--- src/rtl/preload_observe_pkg.sv ---
// shared constants, register map and carrier types of the test-access block
package preload_observe_pkg;

    localparam int MACRO_COUNT   = 24;
    localparam int GROUP_SIZE    = 12;
    localparam int ADDR_WIDTH    = 8;
    localparam int DATA_WIDTH    = 32;
    localparam int PATTERN_DEPTH = 64;
    localparam int PATTERN_AW    = 6;

    // register byte offsets
    localparam logic [7:0] STATUS_ADDR       = 8'h00;
    localparam logic [7:0] LOCK_ADDR         = 8'h04;
    localparam logic [7:0] PATTERN_ADDR_ADDR = 8'h08;
    localparam logic [7:0] PATTERN_DATA_ADDR = 8'h0c;
    localparam logic [7:0] FIRST_STATE_ADDR  = 8'h10;
    localparam logic [7:0] SECOND_STATE_ADDR = 8'h14;
    localparam logic [7:0] COMB_CONFIG_ADDR  = 8'h18;
    localparam logic [7:0] POLARITY_ADDR     = 8'h1c;
    localparam logic [7:0] BURIED_MASK_ADDR  = 8'h20;

    // status and lock field positions
    localparam int STATUS_PRELOAD_BIT = 0;
    localparam int STATUS_OBSERVE_BIT = 1;
    localparam int STATUS_LOCK_BIT    = 2;
    localparam int STATUS_CLEAR_BIT   = 3;
    localparam int LOCK_SET_BIT       = 0;

    // reset values and the word a locked pattern read returns
    localparam logic [23:0] COMB_CONFIG_RESET = 24'h000000;
    localparam logic [23:0] POLARITY_RESET    = 24'h000000;
    localparam logic [31:0] PROGRAMMED_WORD   = 32'hffffffff;
    localparam logic [31:0] ZERO_WORD         = 32'h00000000;

    // power-up clear interval, longest figure rounded down to cycles
    localparam int CLK_PERIOD_NS           = 8;
    localparam int POWERUP_CLEAR_MAX_NS    = 1000;
    localparam int POWERUP_CLEAR_CYCLES    =
        POWERUP_CLEAR_MAX_NS / CLK_PERIOD_NS;
    localparam int CLEAR_CNT_WIDTH         = 8;
    localparam logic [CLEAR_CNT_WIDTH-1:0] CLEAR_CNT_LAST =
        CLEAR_CNT_WIDTH'(POWERUP_CLEAR_CYCLES - 1);

    typedef struct packed {
        logic [23:0] first_d;
        logic [23:0] second_d;
        logic [23:0] first_clk;
        logic [23:0] second_clk;
        logic [23:0] first_rst;
        logic [23:0] second_rst;
    } macro_terms_type;

    typedef struct packed {
        logic        strobe;
        logic        flop_choice;
        logic        bank_parity;
        logic [11:0] data;
    } preload_req_type;

endpackage

--- src/rtl/macrocell_flop_bank.sv ---
// the 48 macrocell flops with their own clock and reset terms and preload
`timescale 1ns/1ns
`default_nettype none
module macrocell_flop_bank (
    input  wire logic                                pclk,
    input  wire logic                                presetn,
    input  wire logic                                clear,
    input  wire logic                                hold,
    input  wire preload_observe_pkg::macro_terms_type terms,
    input  wire preload_observe_pkg::preload_req_type preload,
    output var  logic [23:0]                         first_macrocell_flop,
    output var  logic [23:0]                         second_macrocell_flop
);
    import preload_observe_pkg::*;

    logic [23:0] first_clk_prev;
    logic [23:0] second_clk_prev;
    logic [23:0] next_first;
    logic [23:0] next_second;

    function automatic logic in_bank(input int idx, input logic parity);
        in_bank = (idx % 2 == 1) == parity;
    endfunction

    always_comb begin
        next_first  = first_macrocell_flop;
        next_second = second_macrocell_flop;
        for (int i = 0; i < MACRO_COUNT; i++) begin
            if (clear) begin
                next_first[i]  = 1'b0;
                next_second[i] = 1'b0;
            end else if (hold) begin
                // normal clocking frozen so only the chosen group moves
                if (preload.strobe && in_bank(i, preload.bank_parity)) begin
                    if (preload.flop_choice) begin
                        next_second[i] = preload.data[i/2];
                    end else begin
                        next_first[i]  = preload.data[i/2];
                    end
                end
            end else begin
                if (terms.first_rst[i]) begin
                    next_first[i] = 1'b0;
                end else if (terms.first_clk[i] && !first_clk_prev[i]) begin
                    next_first[i] = terms.first_d[i];
                end
                if (terms.second_rst[i]) begin
                    next_second[i] = 1'b0;
                end else if (terms.second_clk[i] && !second_clk_prev[i]) begin
                    next_second[i] = terms.second_d[i];
                end
            end
        end
    end

    always_ff @(posedge pclk or negedge presetn) begin
        if (!presetn) begin
            first_macrocell_flop  <= 24'h000000;
            second_macrocell_flop <= 24'h000000;
            first_clk_prev        <= 24'h000000;
            second_clk_prev       <= 24'h000000;
        end else begin
            first_macrocell_flop  <= next_first;
            second_macrocell_flop <= next_second;
            first_clk_prev        <= terms.first_clk;
            second_clk_prev       <= terms.second_clk;
        end
    end
endmodule
`default_nettype wire

--- config.mk ---
export PLATFORM = sky130hd
export DESIGN_NAME = macrocell_flop_bank
export DESIGN_NICKNAME = d
export VERILOG_FILES = /design/src/rtl/preload_observe_pkg.sv /design/src/rtl/macrocell_flop_bank.sv
export SDC_FILE = /design/constraint.sdc
export NUM_CORES = 1
export LEC_CHECK = 0
export CAP_MARGIN = 0
export CORE_MARGIN = 3
export CORE_UTILIZATION = 60
export CTS_BUF_LIST = sky130_fd_sc_hd__clkbuf_4
export CTS_CLUSTER_SIZE = 14
export DETAILED_ROUTE_END_ITERATION = 10
export DONT_BUFFER_PORTS = 1
export HOLD_SLACK_MARGIN = 0.12
export PLACE_DENSITY = 0.76
export SLEW_MARGIN = 15
export SYNTH_ARGS = -nofsm -noshare
export SYNTH_HDL_FRONTEND = slang
export SYNTH_SLANG_ARGS = --single-unit
--- constraint.sdc ---
create_clock -name pclk -period 1.5 [get_ports pclk]
set_clock_uncertainty 0.05 [all_clocks]
set_input_delay 0.3 -clock pclk [delete_from_list [all_inputs] [get_ports pclk]]
set_output_delay 0.3 -clock pclk [all_outputs]
set_load 0.05 [all_outputs]
* Yosys cells after proc, flatten, opt, wreduce, memory -nomap -nowiden *
Index checks and enable logic that the tools add are counted.

word-level totals
  bits in registers = 96
  bits in latches = 0
  RAM bits = 0
  ROM bits = 0
  output and inout port bits = 48
  memories kept = 0

operators by class
  $add $sub $neg = 0
  multipliers = 0
  div/mod/pow operators = 0
  magnitude comparators = 0
  equal/unequal tests = 4
  shift-type cells = 0
  muxes and demuxes = 264
  bitwise operators = 1
  reductions and logical operators = 194

operators with widths
  cell                count
  $mux 1              264
  $reduce_bool 4->1   48
  $reduce_and 3->1    48
  $logic_and 1x1->1   50
  $logic_not 1->1     48
  $ne 3x2->1 const B  3
  $ne 3x3->1 const B  1
  $not 1->1           1

* Logic depth before layout (Yosys ltp) *
  depth after elaboration = 6
  gate-level depth with buffers = 6
  mapped depth without buffers = 3

* Worst setup path after synthesis *
No wires, ideal clock.

  kind = input port to flip-flop
  start point = input clear
  end point = register first_macrocell_flop[10]
  data arrival time = 1303 ps
  required time = 1383 ps
  path slack = 80 ps
  cell stages on the path = 6
  cell sequence = or2_1 > buf_6 > buf_6 > buf_6 > o32ai_1 > a221o_1

between the ends
  word-level cells in the longest chain between the ends = 2
  elaborated cells on any way between the ends = 5
  classes of those cells = eq/ne (2); mux (1); reduce/logical (2)

RTL lines
  element                                              line                       text
  from (decl)                                          macrocell_flop_bank.sv:7   input wire logic clear,
  $ne 3x2->1 (no source line) (tied with other cells)  n/a
  $reduce_and 3->1 (no source line)                    n/a
  to (signal assigned)                                 macrocell_flop_bank.sv:63  first_macrocell_flop <= next_first;
  to (decl)                                            macrocell_flop_bank.sv:11  output var logic [23:0] first_macrocell_flop,

Several ways; a longest one is shown, not always the timed one.
A chain may end at the register's enable or synchronous reset.

* Final worst setup path *
  start point = input clear
  end point = register first_macrocell_flop[0]

The elaborated chain is that of the path after synthesis.

==> summary.md <==
| Metric | Value |
|---|---|
| Max Cap Viol | `0` |
| First-pass GRT wire length | `roughly 24,000 µm` |
| Number of iterations in the first detailed-routing pass | `4` |
| P_leak | `~2.5 nW` |
| Post-Synth XOR/XNOR Area | `0%` |
| CP Capture Type | `flip-flop` |
| Hold Path Class | `primary input to asynchronous set/reset pin` |
| Mapped Nets | `between 400 and 500` |
| Initial drt markers | `281` |
| Core area | `6869 µm²` |
| Remaining DRCs | `0` |
| Clock Path Buffers | `2` |
| Wirelength, routed | `15,820 µm` |
| CP Class | `primary input to flip-flop` |
| Yosys Warn Count | `0` |
| DIE HEIGHT | `roughly 91 µm` |
| Peak VDD IR | `about 500 µV` |
| Endpoints failing setup | `0` |
| Later-pin clock latency in the skew report | `around 0.43 ns` |
| Worst-path cell chain | `nand2b_2 -> nor3_2 -> a221o_1` |
| Area share of fa/ha/maj cells after synthesis | `0%` |
| Post-layout util | `85.36%` |
| Vias per inst | `7.193` |
| Max transition margin | `24.06%` |
| Worst path bufs/invs | `0` |
| Nets | `631` |
| Fin. max-slew vios | `0` |
| Async SR Flop Fraction | `100.0%` |
| Final WS setup | `approximately 0.068 ns` |
| Mux contribution to synthesized area | `0%` |
| CP top delay family | `simple AND/OR/NAND/NOR gates` |
| CTS tree | `done` |
| Critical Path RT | `1.82 ns` |
| Leading area contributor after synthesis | `dfrtp_1` |
| Post-CTS Setup Repair Bufs | `0` |
| Largest net degree at the start of global routing | `97` |
| Post-CTS resize count | `0` |
| Crit path DAT | `1.75 ns` |
| PwrDens | `836.7 nW/µm²` |
| Sequential element share of the synthesized area | `a little under three fifths` |
| Share of the synthesized area in the top cell type | `55.64%` |
| Number of antenna violations at the first check in global routing | `0` |
| Share of layout cells above drive strength 1 | `between 10% and 20%` |
| WHS | `-0.5084 ns` |
| Final hold vios | `96` |
| CP peak stage delay | `0.91 ns` |
| Failing checks | `negative hold slack` |
| Die Width | `approximately 91 µm` |
| Min Tclk post-route | `1.432 ns` |
| # H-tree levels | `3` |
| Count leader, synth | `dfrtp_1` |
| Crit share post-route | `95.49%` |
| Post-synthesis cell count | `325` |
| Peak Freq | `0.6982 GHz` |
| RSZ-0062 raised after global routing | `false` |
| Root buf cell | `clkbuf_4` |
| Synth top area cells | `dfrtp_1 (56%), a221o_1 (11%), nor4bb_1 (10%)` |
| Clock-pin slew on the worst setup and hold paths | `0.14 ns` |
| Status | `complete, but fails checks` |
| TritonCTS Buffers | `9` |
| Slowest CP cell | `nor3_2` |
| DP HPWL | `~9300 µm` |
| Filler cells | `about 350` |
| Compound-Gate Fraction of Synth Area | `20.86%` |
| Area delta synth->final | `35.79%` |
| Placement-stage worst setup slack | `-0.3141 ns` |
| Slew @ Worst Pin | `~1.1 ns` |
| CP max FO | `12` |
| Largest family of logic cells by synthesized area | `compound AO/OA/AOI/OAI gates` |
| Port bufs | `0` |
| Routability congestion estimate | `0.8526` |
| Total grt overflow | `0` |
| Routed len/inst | `between 20 and 30 µm` |
| Detailed-route via count | `roughly 4,000` |
| EDFF count, synth | `0` |
| Simple-Gate Fraction of Synth Area | `20.14%` |
| Total GRT Usage | `38.35%` |
| I/O pin count | `211` |
| Most instantiated cells after synthesis | `dfrtp_1 (96), a221o_1 (48), nor2b_1 (48), o32ai_1 (48), nor4bb_1 (44)` |
| Ys flop type | `dfrtp_1` |
| Synth cell types | `19` |
| Synth Cell Area | `4318 µm²` |
| Vias in the first global route | `~4,500` |
| Setup crit start kind | `primary input` |
| Antenna diode count | `0` |
| Initial Util | `approximately 63%` |
| Die area | `just over 8000 µm²` |
| CTS sink count | `between 90 and 100` |
| #FFs+latches synth | `96` |
| Row cnt | `30` |
| Detail Route Antenna Nets | `0` |
| Mean Syn Cell Area | `13.29 µm²` |
through the flow:
step | instance area [µm²] | setup TNS (ns) | hold WS, ns | instances | power [W]
global placement | 4831 | -5.242 | -0.04329 | 463 | 0.003345
detailed placement | 4831 | -6.979 | -0.04341 | 463 | 0.003363
floorplan | 4318 | 0 | -0.04559 | 325 | 0.003209
global route | 5863 | 0 | -0.5495 | 569 | 0.005063
finish | 5863 | 0 | -0.5084 | 569 | 0.004906
CTS | 5827 | 0 | -0.5261 | 566 | 0.004848
where the power goes:
part / internal [W] / switching, W / total, W / leakage [nW]
Clock: 0.000506 / 0.000835 / 0.00134 / 0.0703
Sequential: 0.00269 / 0.0000524 / 0.00274 / 1.22
Combinational: 0.000400 / 0.000421 / 0.000821 / 1.23
Total: 0.00360 / 0.00131 / 0.00491 / 2.52
cell type report:
cell class              instances  area (µm²)  area share (%)
clock buffers                  10       75.07           1.280
multi-input cells             205        1794           30.60
repair buffers                156        1421           24.24
well taps                      96       120.1           2.049
flip-flops and latches         96        2402           40.97
clock inverters                 6       50.05          0.8536
state kept, by name (all words and copies together) (netlist names):
name / count
first_clk_prev: 24
first_macrocell_flop: 24
second_clk_prev: 24
second_macrocell_flop: 24
timing repair:
item                                    in CTS  in global routing
endpoints found under the hold margin      192                 99
hold buffers                                87                  3
endpoints found under the setup margin       0                  0
cells by family after synthesis:
family | Yosys count
compound gates | 96
buf+inv | 24
flops | 96
simple gates | 109
layer usage:
layer	track usage, %	part of all wire (%)
met5	0	0
met1	44.31	33
met2	64.18	50
met4	20.98	5.2
met3	11.08	12
worst paths after layout:
check / start / to / slack, ns / cells after the start
setup / recovery: clear / first_macrocell_flop[0] / 0.07 / 3
hold / removal: presetn / first_clk_prev[2] / -0.51 / 0
setup reg to reg: first_clk_prev[0] / first_macrocell_flop[0] / 0.26 / 3
hold reg to reg: second_macrocell_flop[1] / second_macrocell_flop[1] / 0.49 / 1
max in group asynchronous: presetn / first_clk_prev[20] / 1.75 / 0
min in group pclk: terms[9] / second_macrocell_flop[9] / 0.14 / 2
layout by cell type (no fill, tap or decap), types with 2 or more instances in the layout:
master,instances
nor2_1,2
buf_12,2
nor2b_1,48
dfrtp_1,96
buf_4,64
and3b_1,2
and4bb_2,4
clkbuf_4,10
o32ai_1,48
dlygate4sd3_1,90
a221o_1,48
nor4bb_1,44
clkinv_1,4
No activity file was read; power rests on OpenSTA's default activity.
